--- src/rtl/fsp_params.svh ---
`ifndef FSP_PARAMS_SVH
`define FSP_PARAMS_SVH

// ----------------------------------------------------------------
// register map and control fields
// ----------------------------------------------------------------
`define FSP_CTRL_OFS    8'h00
`define FSP_STAT_OFS    8'h04
`define FSP_B_SE        0
`define FSP_B_RB        6
`define FSP_B_IE        7
`define FSP_CMD_LOAD    5'h01
`define FSP_CMD_ERASE   5'h03
`define FSP_CMD_WRITE   5'h05
`define FSP_CMD_LOCK    5'h09
`define FSP_CMD_RRE     5'h11

// ----------------------------------------------------------------
// pointer layout: byte select, word in page, page index
// ----------------------------------------------------------------
`define FSP_WORD_LSB    1
`define FSP_WORD_MSB    6
`define FSP_PAGE_LSB    7
`define FSP_PAGE_MSB    15
`define FSP_WORD_W      6
`define FSP_PAGE_W      9
`define FSP_DEPTH       64

// ----------------------------------------------------------------
// reset values and constants
// ----------------------------------------------------------------
`define FSP_LOCK_RST    4'hf
`define FSP_ERASED      16'hffff
`define FSP_APP_RESET   16'h0000
`define FSP_LOCK_PAD    2'h3
`define FSP_B_APP_LOCK  0
`define FSP_B_BOOT_LOCK 2

// ----------------------------------------------------------------
// timing
// ----------------------------------------------------------------
`define FSP_SPM_WIN     3'h4
`define FSP_LPM_WIN     3'h3
`define FSP_CLK_NS      100
`define FSP_OP_MIN_US   3700
`define FSP_OP_MAX_US   4500
`define FSP_OP_MIN_CYC  ((`FSP_OP_MIN_US * 1000 + `FSP_CLK_NS - 1) / `FSP_CLK_NS)
`define FSP_OP_MAX_CYC  ((`FSP_OP_MAX_US * 1000) / `FSP_CLK_NS)

`endif

--- src/rtl/fsp_pkg.sv ---
`default_nettype none
`include "fsp_params.svh"
package fsp_pkg;
  typedef logic [15:0]             fsp_word_t;
  typedef logic [`FSP_WORD_W-1:0]  fsp_widx_t;
  typedef logic [`FSP_PAGE_W-1:0]  fsp_page_t;
  typedef enum logic [2:0] {
    FSP_IDLE  = 3'b001,
    FSP_ARMED = 3'b010,
    FSP_BUSY  = 3'b100
  } fsp_state_e;
endpackage
`default_nettype wire

--- src/rtl/fsp_buf_if.sv ---
`timescale 1ns/1ns
`default_nettype none
// temporary page buffer access between sequencer and store
interface fsp_buf_if;
  import fsp_pkg::*;
  logic      wr_en;
  fsp_widx_t wr_idx;
  fsp_word_t wr_data;
  logic      clear;
  fsp_widx_t rd_idx;
  fsp_word_t rd_data;
  modport user  (output wr_en, wr_idx, wr_data, clear, rd_idx, input rd_data);
  modport store (input wr_en, wr_idx, wr_data, clear, rd_idx, output rd_data);
endinterface
`default_nettype wire

--- src/rtl/fsp_page_buf.sv ---
`timescale 1ns/1ns
`default_nettype none
`include "fsp_params.svh"
// temporary page buffer; unloaded slots read as erased flash
module fsp_page_buf (
  input  wire logic   hclk,
  input  wire logic   hresetn,
  fsp_buf_if.store    bus
);
  import fsp_pkg::*;

  fsp_word_t              mem [`FSP_DEPTH];
  logic [`FSP_DEPTH-1:0]  loaded_reg;

  // valid bits: clear beats a load in the same cycle
  always_ff @(posedge hclk or negedge hresetn) begin
    if (!hresetn) begin
      loaded_reg <= '0;
    end else if (bus.clear) begin
      loaded_reg <= '0;
    end else if (bus.wr_en) begin
      loaded_reg[bus.wr_idx] <= 1'b1;
    end
  end

  // data array needs no reset, the valid bits mask it
  always_ff @(posedge hclk) begin
    if (bus.wr_en) begin
      mem[bus.wr_idx] <= bus.wr_data;
    end
  end

  always_ff @(posedge hclk or negedge hresetn) begin
    if (!hresetn) begin
      bus.rd_data <= `FSP_ERASED;
    end else begin
      bus.rd_data <= loaded_reg[bus.rd_idx] ? mem[bus.rd_idx] : `FSP_ERASED;
    end
  end
endmodule
`default_nettype wire

--- src/rtl/fsp_op_timer.sv ---
`timescale 1ns/1ns
`default_nettype none
`include "fsp_params.svh"
// one-shot programming timer; done pulses CYCLES edges after start
module fsp_op_timer #(
  parameter int CYCLES = `FSP_OP_MIN_CYC
) (
  input  wire logic hclk,
  input  wire logic hresetn,
  input  wire logic start,
  output var  logic done
);
  logic [15:0] cnt_reg;
  logic        run_reg;

  always_ff @(posedge hclk or negedge hresetn) begin
    if (!hresetn) begin
      cnt_reg <= '0;
      run_reg <= 1'b0;
      done    <= 1'b0;
    end else begin
      done <= run_reg && (cnt_reg == 16'h0001);
      if (start) begin
        cnt_reg <= 16'(CYCLES);
        run_reg <= 1'b1;
      end else if (run_reg) begin
        cnt_reg <= cnt_reg - 16'h0001;
        run_reg <= (cnt_reg != 16'h0001);
      end
    end
  end

  property p_done_after_run;
    @(posedge hclk) disable iff (!hresetn)
      done |-> $past(run_reg) && !run_reg;
  endproperty
  a_done_after_run: assert property (p_done_after_run) else $error("timer done without a run");
endmodule
`default_nettype wire

--- src/rtl/fsp_top.sv ---
`timescale 1ns/1ns
`default_nettype none
`include "fsp_params.svh"

module fsp_top #(
  parameter int                OP_CYCLES       = `FSP_OP_MIN_CYC,
  parameter logic [15:0]       BOOT_RESET_ADDR = 16'h7000,
  parameter fsp_pkg::fsp_page_t NO_CONCURRENT_READ_REGION_FIRST_PAGE = 9'h0e0,
  parameter fsp_pkg::fsp_page_t BOOT_FIRST_PAGE = 9'h0f0
) (
  input  wire logic              hclk,
  input  wire logic              hresetn,
  input  wire logic              hsel,
  input  wire logic [31:0]       haddr,
  input  wire logic [1:0]        htrans,
  input  wire logic              hwrite,
  input  wire logic [2:0]        hsize,
  input  wire logic [31:0]       hwdata,
  input  wire logic              hready,
  output var  logic              hreadyout,
  output var  logic              hresp,
  output var  logic [31:0]       hrdata,
  input  wire logic              store_strobe,
  input  wire logic              load_strobe,
  input  wire logic [15:0]       flash_pointer,
  input  wire fsp_pkg::fsp_word_t data_register_pair,
  input  wire logic              eeprom_write_in_progress_flag,
  input  wire logic              boot_vector_fuse,
  input  wire fsp_pkg::fsp_widx_t flash_buf_idx,
  output var  fsp_pkg::fsp_word_t flash_buf_data,
  output var  logic [15:0]       reset_vector,
  output var  logic              cpu_halt,
  output var  logic              region_read_block,
  output var  logic              flash_erase_start,
  output var  logic              flash_write_start,
  output var  fsp_pkg::fsp_page_t flash_page,
  output var  logic [3:0]        boot_lock_bits,
  output var  logic [14:0]       load_word_addr,
  output var  logic              load_byte_high,
  output var  logic              lock_read_valid,
  output var  logic [7:0]        lock_read_data,
  output var  logic              store_ready_irq
);
  import fsp_pkg::*;

  // ----------------------------------------------------------------
  // state
  // ----------------------------------------------------------------
  fsp_state_e state_reg;
  fsp_state_e state_next;
  logic [4:0] cmd_reg;
  logic [2:0] win_reg;
  logic       ie_reg;
  logic       region_busy_flag;
  logic [7:0] lock_data_reg;
  logic       fuse_cap_reg;
  logic       ee_prev_reg;
  logic       dph_wr_reg;
  logic [7:0] dph_addr_reg;
  logic       timer_done;

  fsp_buf_if  buf_bus ();

  // ----------------------------------------------------------------
  // bus decode
  // ----------------------------------------------------------------
  // zero-wait slave: every transfer answers OKAY in its first data cycle
  wire        addr_take  = hsel && htrans[1] && hready;
  wire        ctrl_wr    = dph_wr_reg && (dph_addr_reg == `FSP_CTRL_OFS);
  wire [7:0]  ctrl_rd    = {ie_reg, region_busy_flag, 1'b0, cmd_reg[4:1] & {4{state_reg != FSP_IDLE}},
                            state_reg != FSP_IDLE};
  wire [7:0]  lock_byte  = {`FSP_LOCK_PAD, boot_lock_bits, `FSP_LOCK_PAD};
  wire [31:0] rd_word    = (haddr[7:0] == `FSP_CTRL_OFS) ? {24'h0, ctrl_rd} :
                           (haddr[7:0] == `FSP_STAT_OFS) ? {24'h0, lock_byte} : 32'h0;

  // ----------------------------------------------------------------
  // command decode
  // ----------------------------------------------------------------
  // eeprom busy refuses programming writes outright
  wire        ctrl_take  = ctrl_wr && hwdata[`FSP_B_SE] && !eeprom_write_in_progress_flag
                           && (state_reg == FSP_IDLE);
  wire        armed      = (state_reg == FSP_ARMED);
  wire        spm_go     = armed && store_strobe;
  wire        win_end    = armed && (win_reg == `FSP_SPM_WIN - 3'h1);
  // pointer fields
  wire fsp_page_t ptr_page = flash_pointer[`FSP_PAGE_MSB:`FSP_PAGE_LSB];
  wire fsp_widx_t ptr_word = flash_pointer[`FSP_WORD_MSB:`FSP_WORD_LSB];
  wire        is_load    = spm_go && (cmd_reg == `FSP_CMD_LOAD);
  wire        is_erase   = spm_go && (cmd_reg == `FSP_CMD_ERASE);
  wire        is_write   = spm_go && (cmd_reg == `FSP_CMD_WRITE);
  wire        is_lock    = spm_go && (cmd_reg == `FSP_CMD_LOCK);
  wire        is_rre     = spm_go && (cmd_reg == `FSP_CMD_RRE);
  // a field of two ones leaves the region open to stores
  wire        in_boot    = (ptr_page >= BOOT_FIRST_PAGE);
  wire        locked     = in_boot ? !boot_lock_bits[`FSP_B_BOOT_LOCK]
                                   : !boot_lock_bits[`FSP_B_APP_LOCK];
  wire        page_go    = (is_erase || is_write) && !locked;
  wire        op_go      = page_go || is_lock;
  wire        lock_rd    = armed && load_strobe && (cmd_reg == `FSP_CMD_LOCK)
                           && (win_reg < `FSP_LPM_WIN) && !eeprom_write_in_progress_flag;
  wire        ee_rise    = eeprom_write_in_progress_flag && !ee_prev_reg;

  // ----------------------------------------------------------------
  // sequencer next state
  // ----------------------------------------------------------------
  always_comb begin
    state_next = state_reg;
    case (state_reg)
      FSP_IDLE:  if (ctrl_take) state_next = FSP_ARMED;
      // no store in time (or a lock read) drops the enable bits
      FSP_ARMED: begin
        if (op_go) begin
          state_next = FSP_BUSY;
        end else if (spm_go || lock_rd || win_end) begin
          state_next = FSP_IDLE;
        end
      end
      // store enable is held until the timer ends the operation
      FSP_BUSY:  if (timer_done) state_next = FSP_IDLE;
      default:   state_next = FSP_IDLE;
    endcase
  end

  // ----------------------------------------------------------------
  // bus slave registers
  // ----------------------------------------------------------------
  always_ff @(posedge hclk or negedge hresetn) begin
    if (!hresetn) begin
      dph_wr_reg   <= 1'b0;
      dph_addr_reg <= '0;
      hrdata       <= '0;
      hreadyout    <= 1'b0;
      hresp        <= 1'b0;
    end else begin
      dph_wr_reg   <= addr_take && hwrite;
      dph_addr_reg <= haddr[7:0];
      hrdata       <= (addr_take && !hwrite) ? rd_word : 32'h0;
      hreadyout    <= 1'b1;
      hresp        <= 1'b0;
    end
  end

  // ----------------------------------------------------------------
  // control and command latch
  // ----------------------------------------------------------------
  always_ff @(posedge hclk or negedge hresetn) begin
    if (!hresetn) begin
      state_reg <= FSP_IDLE;
      cmd_reg   <= '0;
      win_reg   <= '0;
      ie_reg    <= 1'b0;
    end else begin
      state_reg <= state_next;
      if (ctrl_wr) ie_reg <= hwdata[`FSP_B_IE];
      if (ctrl_take) cmd_reg <= hwdata[4:0];
      win_reg   <= armed ? win_reg + 3'h1 : 3'h0;
    end
  end

  // ----------------------------------------------------------------
  // operation launch: page latched once, pointer free afterwards
  // ----------------------------------------------------------------
  always_ff @(posedge hclk or negedge hresetn) begin
    if (!hresetn) begin
      flash_page        <= '0;
      flash_erase_start <= 1'b0;
      flash_write_start <= 1'b0;
      lock_data_reg     <= {`FSP_LOCK_PAD, `FSP_LOCK_RST, `FSP_LOCK_PAD};
      cpu_halt          <= 1'b0;
    end else begin
      flash_erase_start <= page_go && is_erase;
      flash_write_start <= page_go && is_write;
      if (page_go) flash_page <= ptr_page;
      // only the low data byte matters; the pointer is not looked at
      if (is_lock) lock_data_reg <= data_register_pair[7:0];
      // halt only for pages outside the read-while-write region
      if (page_go) begin
        cpu_halt <= (ptr_page >= NO_CONCURRENT_READ_REGION_FIRST_PAGE);
      end else if (timer_done || is_lock) begin
        cpu_halt <= 1'b0;
      end
    end
  end

  // ----------------------------------------------------------------
  // region busy and lock bits
  // ----------------------------------------------------------------
  always_ff @(posedge hclk or negedge hresetn) begin
    if (!hresetn) begin
      region_busy_flag  <= 1'b0;
      region_read_block <= 1'b0;
      boot_lock_bits    <= `FSP_LOCK_RST;
    end else begin
      if (page_go) begin
        region_busy_flag <= 1'b1;
      end else if (is_rre) begin
        region_busy_flag <= 1'b0;
      end
      region_read_block <= page_go || (region_busy_flag && !is_rre);
      // lock bits only ever go from one to zero
      if (timer_done && (cmd_reg == `FSP_CMD_LOCK)) begin
        boot_lock_bits <= boot_lock_bits & lock_data_reg[5:2];
      end
    end
  end

  // ----------------------------------------------------------------
  // load-program path, reset vector, interrupt
  // ----------------------------------------------------------------
  always_ff @(posedge hclk or negedge hresetn) begin
    if (!hresetn) begin
      load_word_addr  <= '0;
      load_byte_high  <= 1'b0;
      lock_read_valid <= 1'b0;
      lock_read_data  <= '0;
      fuse_cap_reg    <= 1'b0;
      reset_vector    <= `FSP_APP_RESET;
      store_ready_irq <= 1'b0;
      ee_prev_reg     <= 1'b0;
    end else begin
      if (load_strobe) begin
        load_word_addr <= flash_pointer[15:1];
        load_byte_high <= flash_pointer[0];
      end
      lock_read_valid <= lock_rd;
      if (lock_rd) lock_read_data <= lock_byte;
      // fuse strap caught once after reset release; nothing writes it
      fuse_cap_reg <= 1'b1;
      if (!fuse_cap_reg) begin
        reset_vector <= boot_vector_fuse ? `FSP_APP_RESET : BOOT_RESET_ADDR;
      end
      // level request, one cycle behind the enable bit
      store_ready_irq <= ie_reg && (state_reg == FSP_IDLE);
      ee_prev_reg     <= eeprom_write_in_progress_flag;
    end
  end

  // ----------------------------------------------------------------
  // buffer and timer
  // ----------------------------------------------------------------
  assign buf_bus.wr_en   = is_load;
  assign buf_bus.wr_idx  = ptr_word;
  assign buf_bus.wr_data = data_register_pair;
  assign buf_bus.clear   = is_rre || ee_rise
                           || (timer_done && (cmd_reg == `FSP_CMD_WRITE));
  assign buf_bus.rd_idx  = flash_buf_idx;
  assign flash_buf_data  = buf_bus.rd_data;

  fsp_page_buf u_buf (
    .hclk    (hclk),
    .hresetn (hresetn),
    .bus     (buf_bus)
  );

  fsp_op_timer #(.CYCLES(OP_CYCLES)) u_timer (
    .hclk    (hclk),
    .hresetn (hresetn),
    .start   (op_go),
    .done    (timer_done)
  );

  // ----------------------------------------------------------------
  // checks
  // ----------------------------------------------------------------
  property p_vector;
    @(posedge hclk) disable iff (!hresetn)
      fuse_cap_reg && $stable(boot_vector_fuse) |->
        reset_vector == (boot_vector_fuse ? `FSP_APP_RESET : BOOT_RESET_ADDR) || !$past(fuse_cap_reg);
  endproperty
  a_vector: assert property (p_vector) else $error("reset vector does not follow fuse");

  property p_irq_level;
    @(posedge hclk) disable iff (!hresetn)
      ie_reg && (state_reg == FSP_IDLE) |=> store_ready_irq;
  endproperty
  a_irq_level: assert property (p_irq_level) else $error("ready interrupt missing");

  property p_busy_blocks;
    @(posedge hclk) disable iff (!hresetn)
      page_go |=> region_busy_flag && region_read_block;
  endproperty
  a_busy_blocks: assert property (p_busy_blocks) else $error("region not blocked");

  property p_rre_clears;
    @(posedge hclk) disable iff (!hresetn)
      is_rre |=> !region_busy_flag ##1 !region_read_block;
  endproperty
  a_rre_clears: assert property (p_rre_clears) else $error("region stays busy");

  property p_window;
    @(posedge hclk) disable iff (!hresetn)
      ctrl_take ##1 (!store_strobe && !load_strobe) [*4] |=> state_reg == FSP_IDLE;
  endproperty
  a_window: assert property (p_window) else $error("enable not dropped");

  property p_ee_refuse;
    @(posedge hclk) disable iff (!hresetn)
      (state_reg == FSP_IDLE) && eeprom_write_in_progress_flag |=> state_reg == FSP_IDLE;
  endproperty
  a_ee_refuse: assert property (p_ee_refuse) else $error("programming during eeprom write");

  property p_hold_enable;
    @(posedge hclk) disable iff (!hresetn)
      (state_reg == FSP_BUSY) && !timer_done |=> state_reg == FSP_BUSY;
  endproperty
  a_hold_enable: assert property (p_hold_enable) else $error("enable dropped early");

  property p_page_latched;
    @(posedge hclk) disable iff (!hresetn)
      (state_reg == FSP_BUSY) && $past(state_reg == FSP_BUSY) |-> $stable(flash_page);
  endproperty
  a_page_latched: assert property (p_page_latched) else $error("page moved mid operation");

  property p_lock_no_halt;
    @(posedge hclk) disable iff (!hresetn)
      is_lock |=> !cpu_halt && (!region_busy_flag || $past(region_busy_flag));
  endproperty
  a_lock_no_halt: assert property (p_lock_no_halt) else $error("lock programming halted core");
endmodule
`default_nettype wire

--- config.mk ---
export PLATFORM = sky130hd
export DESIGN_NAME = fsp_top
export DESIGN_NICKNAME = d
export VERILOG_FILES = /design/src/rtl/fsp_pkg.sv /design/src/rtl/fsp_buf_if.sv /design/src/rtl/fsp_page_buf.sv /design/src/rtl/fsp_op_timer.sv /design/src/rtl/fsp_top.sv
export VERILOG_INCLUDE_DIRS = /design/src /design/src/rtl
export SDC_FILE = /design/constraint.sdc
export NUM_CORES = 1
export LEC_CHECK = 0
export BUFFER_PORTS_ARGS = -buffer_cell sky130_fd_sc_hd__buf_2
export CAP_MARGIN = 20
export CELL_PAD_IN_SITES_DETAIL_PLACEMENT = 1
export CELL_PAD_IN_SITES_GLOBAL_PLACEMENT = 1
export CORE_UTILIZATION = 57
export CTS_CLUSTER_DIAMETER = 100
export DETAILED_ROUTE_END_ITERATION = 12
export PLACE_DENSITY_LB_ADDON = 0.1
export SYNTH_ARGS = -nofsm -noshare
export SYNTH_HDL_FRONTEND = slang
export SYNTH_SLANG_ARGS = --single-unit
--- constraint.sdc ---
create_clock -name hclk -period 4.88 [get_ports hclk]
set_clock_uncertainty 0.15 [all_clocks]
set_input_delay 0.244 -clock hclk [delete_from_list [all_inputs] [get_ports hclk]]
set_output_delay 0.244 -clock hclk [all_outputs]
set_load 0.05 [all_outputs]
Yosys cells after proc, flatten, opt, wreduce, memory -nomap -nowiden
Memories as Yosys holds them, arrays and structs flattened. Index checks and enable logic that the tools add are counted.

Input port bits: 116. Logic and storage cells: 135. Output and inout port bits: 109. Memory bits (writable): 1024. Memories kept: 1. Bits in registers: 194.

Memories: u_buf.mem (depth 64, bits a word 16, rd ports 1, clocked after memory_dff 0, write ports 1, RTL line fsp_page_buf.sv:12) `` fsp_word_t mem [`FSP_DEPTH]; ``.

$lt $le $gt $ge: 6. $add $sub $neg: 2. Reduce and logical (&&, ||, !) cells: 51. Equal/unequal tests: 16. Bitwise logic cells: 3. Muxes and demuxes: 28.

Operators by type and width (count): 2-to-1 mux 64 bit (2); bitwise OR 64 bit (1); 2-to-1 mux 16 bit (3); logical AND 1 bit (29); 2-to-1 mux 8 bit (3); greater-or-equal comparator 9 x 8 -> 1 bit (second input constant) (2); equality test 16 x 1 -> 1 bit (second input constant) (1); logical NOT 8 bit (2); inequality test 16 x 1 -> 1 bit (second input constant) (1); subtractor 16 x 1 -> 16 bit (second input constant) (1); 2-to-1 mux 15 bit (1); 2-to-1 mux 3 bit (5); < comparator 6 x 7 -> 1 bit (second input constant) (2); 2-to-1 mux 1 bit (11); one-hot mux 3 bit (3 select lines) (1); bitwise AND 4 bit (2); equality test 8 x 3 -> 1 bit (second input constant) (1); logical OR 1 bit (8); nonzero test 2 bit (4); logical NOT 1 bit (7); binary-select mux 1 bit (select 6 bit) (1); demux 1 bit (select 6 bit) (1); equality test 3 x 2 -> 1 bit (second input constant) (2); greater-or-equal comparator 6 x 1 -> 1 bit (second input constant) (1); 13 further kinds (14).

Logic depth before layout (Yosys ltp)
Depth in word-level cells: 10. Depth in mapped cells: 10. Mapped depth without buffers: 7.

Hierarchy
A second synthesis with hierarchy kept.

Cells, all modules: 2299. Area total of the unflattened synthesis: 46270.6 um^2.

Modules (own cells, without submodules): fsp_page_buf (area an instance 42077.9 um^2, instances 1, sequential area each 32771.4 um^2, cells an instance 1969); fsp_top (area an instance 3261.9 um^2, instances 1, sequential area each 1938.1 um^2, cells an instance 244); fsp_op_timer (area an instance 930.9 um^2, instances 1, sequential area each 450.4 um^2, cells an instance 86).

Worst setup path after synthesis
OpenSTA, ideal clock, no wires.

Path kind: flip-flop to flip-flop. From: reg state_reg[2]. To: mem u_buf.mem[56][0] in the netlist's numbering, enable pin. Arrival: 2.272 ns. Path buffers: 1. Data required time: 4.342 ns. Period minus slack after synthesis: 2.811 ns. Setup slack: 2.069 ns. Cell stages (with the launch flop): 7. Library setup time: 0.388 ns. Cell sequence: dfrtp_1 nor3b_2 and4b_1 clkbuf_1 and2_1 nand3_1 nor2_1.

Word-level cells in the longest chain between the ends: 5.

RTL lines: start: declaration (RTL line fsp_top.sv:49) `fsp_state_e state_reg;`; start signal: assignment (RTL line fsp_top.sv:153) `state_reg <= state_next;`; equality test 3 x 2 -> 1 bit (RTL line fsp_top.sv:82) `wire armed = (state_reg == FSP_ARMED);`; logical AND 1 bit (RTL line fsp_top.sv:83) `wire spm_go = armed && store_strobe;`; logical AND 1 bit (RTL line fsp_top.sv:88) `` wire is_load = spm_go && (cmd_reg == `FSP_CMD_LOAD); ``; 2-to-1 mux 1 bit (RTL line fsp_page_buf.sv:28) `if (bus.wr_en) begin`; 2-to-1 mux 1 bit (not written as such) (RTL line fsp_page_buf.sv:29) `mem[bus.wr_idx] <= bus.wr_data;`; end: declaration (RTL line fsp_page_buf.sv:12).

No other way between the ends.

Final worst setup path
From: reg state_reg[2]. To: mem u_buf.mem[24][6] in the netlist's numbering, enable pin.

Same word-level chain as after synthesis.

==> results.cfg <==
[status]
status = complete, but fails checks
violations = DRC

[place]
globalplace.congestion = 0.829
dp_hpwl_microns = 70000
dp.cells = 3627
io_buffer_count = 132
pre_cts_ws_ns = 1.13

[clocking]
clk_pin_slew_ns = 0.06
h-tree-depth = 3
cts-root-buf = clkbuf_16
cts_sinks = 1199
cts_buffer_depth = 3
ctsHoldBuffers = 43
cts_buffers = 119
insertion_delay_ns = 0.70
post_cts_buffers = 0
cts_tree = yes
ctsResizeCount = 0

[yosys]
synthFlopType = edfxtp_1
netlist_area_sq_um = 46600
yosysSeqAreaShare_pct = 75.5
syn_inst = 2453
yosysWarnings = 0
synth_cell_types = 62
synthArstFlopShare_pct = 14.6
synth_enable_flop_cells = 1024
postSynthAreaPerCell_sq_um = 19.0
synth-seq-cells = 1199

[drt]
drt-initial-drc-count = 2386
wirelength_microns = 122000
dr.pass1.iters = 9
ant_nets = 0
vias = 24972
drc_errors = 12
wire_per_inst_microns = 31.2
vias_per_cell = 6.39

[critical_path]
required_ns = 5.09
setup.worst_path.class = reg -> reg
worstSetupStartpointType = flop
worstPathArrival_ns = 3.55
cp-end-kind = flop
crit_fanout = 13

[sta]
rsz0062_at_grt = no
worstMarginPinSlew_ns = 1.19
maxSlewViolCount = 0
hold_violations = 0
clock.fmax_mhz = 299
finalWorstSetupSlack_ns = 1.54
fin_setup_tns_ns = 0
setup_viol = 0
period_minus_slack_ns = 3.34
fin_crit_sh_pct = 68.4
relSlewSlack_pct = 18.3

[flow_run]
maxCapViolations = 0

[die]
dieArea_sq_um = 82800
chipWidth_microns = 288
start_util_pct = 57.7
die_y_microns = 288
ios = 225
rows = 104
core_sq_um = 80700

[power]
p_seq_share_pct = 53.0
p_int_mw = 16.5
powerDensity_nw_per_um2 = 396
p_comb_share_pct = 5.2
p_leak_nw = 18.3
switching_share_pct = 21.8
p_sw_mw = 4.59
ir_drop_mv = 0.356
pwr-share-clk_pct = 41.7

[layout]
final_core_util_pct = 65.9
layout.nets = 2857
num-fill-cells = 6742
largest_reg_flops = 1024
drive_gt1_share_pct = 24.9
area_growth_pct = 14.2
stdcell_count = 3905

[global_routing]
overflow = 0
grt_pass1_wl_microns = 178000
grt_antenna_before_repair = 3
grt_pass1_vias = 26204
grt_usage_pct = 30.1
grt_max_degree = 97

[worst_hold_path]
worstHoldPathType = in -> async
==> synth_stat cells (all sizes together) (36+ instances only) <==
cell type | n | area share (%)
clkbuf | 83 | 0.67
a22oi | 88 | 1.4
nor2 | 203 | 1.6
buf | 96 | 1.3
mux2i | 129 | 2.8
mux2 | 38 | 0.92
edfxtp | 1024 | 66
mux4 | 208 | 10
dfrtp | 150 | 8.1
a21oi | 42 | 0.46
nand2 | 85 | 0.69
o21a | 36 | 0.58
nand3 | 38 | 0.41
==> worst max-delay path: stages (launching register included) <==
cell	delay (ns)
dfrtp_1	0.43
nor3b_2	0.43
and4b_1	0.51
and2_1	0.25
nand2_1	0.28
nor2_1	0.57
buf_4	0.38
==> cell usage in the layout (no fill, tap or decap), types with 39 or more instances in the layout <==
cell type / synthesis / layout
dlygate4sd3_1: 0 / 46
edfxtp_1: 1024 / 1024
clkbuf_16: 0 / 119
nor2_1: 203 / 195
conb_1: 2 / 39
buf_2: 40 / 129
mux2i_1: 129 / 129
a22oi_1: 87 / 87
a21oi_1: 41 / 40
buf_4: 47 / 114
nand2_1: 85 / 85
mux4_2: 208 / 208
dfrtp_1: 150 / 150
==> power by group through the flow <==
stage	Combinational [mW]	Sequential (mW)	Clock, mW
global placement	1.03	11.4	0
global route	1.16	11.2	9.23
detailed placement	1.06	11.4	0
CTS	1.10	11.2	8.90
finish	1.10	11.2	8.79
floorplan	0.548	11.4	0
==> worst paths after layout <==
check | slack [ns] | cells after the start | start | to
min reg2reg | 0.32 | 1 | win_reg[0] | win_reg[0]
max in group asynchronous | 3.30 | 3 | hresetn | u_buf.loaded_reg[50]
max reg2reg | 1.54 | 6 | state_reg[2] | u_buf.mem[24][6]
min in group hclk | 0.07 | 2 | haddr[3] | dph_addr_reg[3]
max | 1.54 | 6 | state_reg[2] | u_buf.mem[24][6]
min | 0.07 | 2 | hresetn | flash_page[3]
==> cell families (layout without fill, tap and decap cells) <==
kind of cell	after synthesis	after routing	share of synthesized area (%)
xor+xnor	16	16	0.301
buf+inv	188	539	2.07
simple gates	405	405	3.97
compound gates	264	264	4.26
fa+ha+maj	4	4	0.107
mux	375	375	13.8
flops	1199	1199	75.5
other cells	2	43	0.0161
==> through the flow <==
| step | total power [mW] | hold slack [ns] | area [sq um] |
|---|---|---|---|
| floorplan | 12.0 | -0.202 | 46700 |
| detailed placement | 12.4 | 0.219 | 48900 |
| CTS | 21.2 | 0.0245 | 53100 |
| global placement | 12.4 | 0.221 | 48900 |
| global route | 21.5 | 0.0814 | 53200 |
| finish | 21.1 | 0.0659 | 53200 |
==> area by class of cell <==
class	instances	area, sq um	area share, %
Sequential cell	1199	35200	66.1
Multi-Input combinational cell	1103	10600	20.0
Clock buffer	158	3210	6.05
Timing Repair Buffer	305	2250	4.24
Tap cell	1060	1330	2.49
Clock inverter	67	532	1.00
Inverter	9	33.8	0.0635
Antenna cell	4	10.0	0.0188
==> layer usage <==
layer,wire [microns],up-vias,track usage (%)
met5,0,-,0
met4,3540,0,9.62
met3,8340,214,4.13
met2,60500,1031,49.1
met1,49600,13405,42.5
li1,-,10322,-
Note: power is estimated with default switching activity, not from simulation.
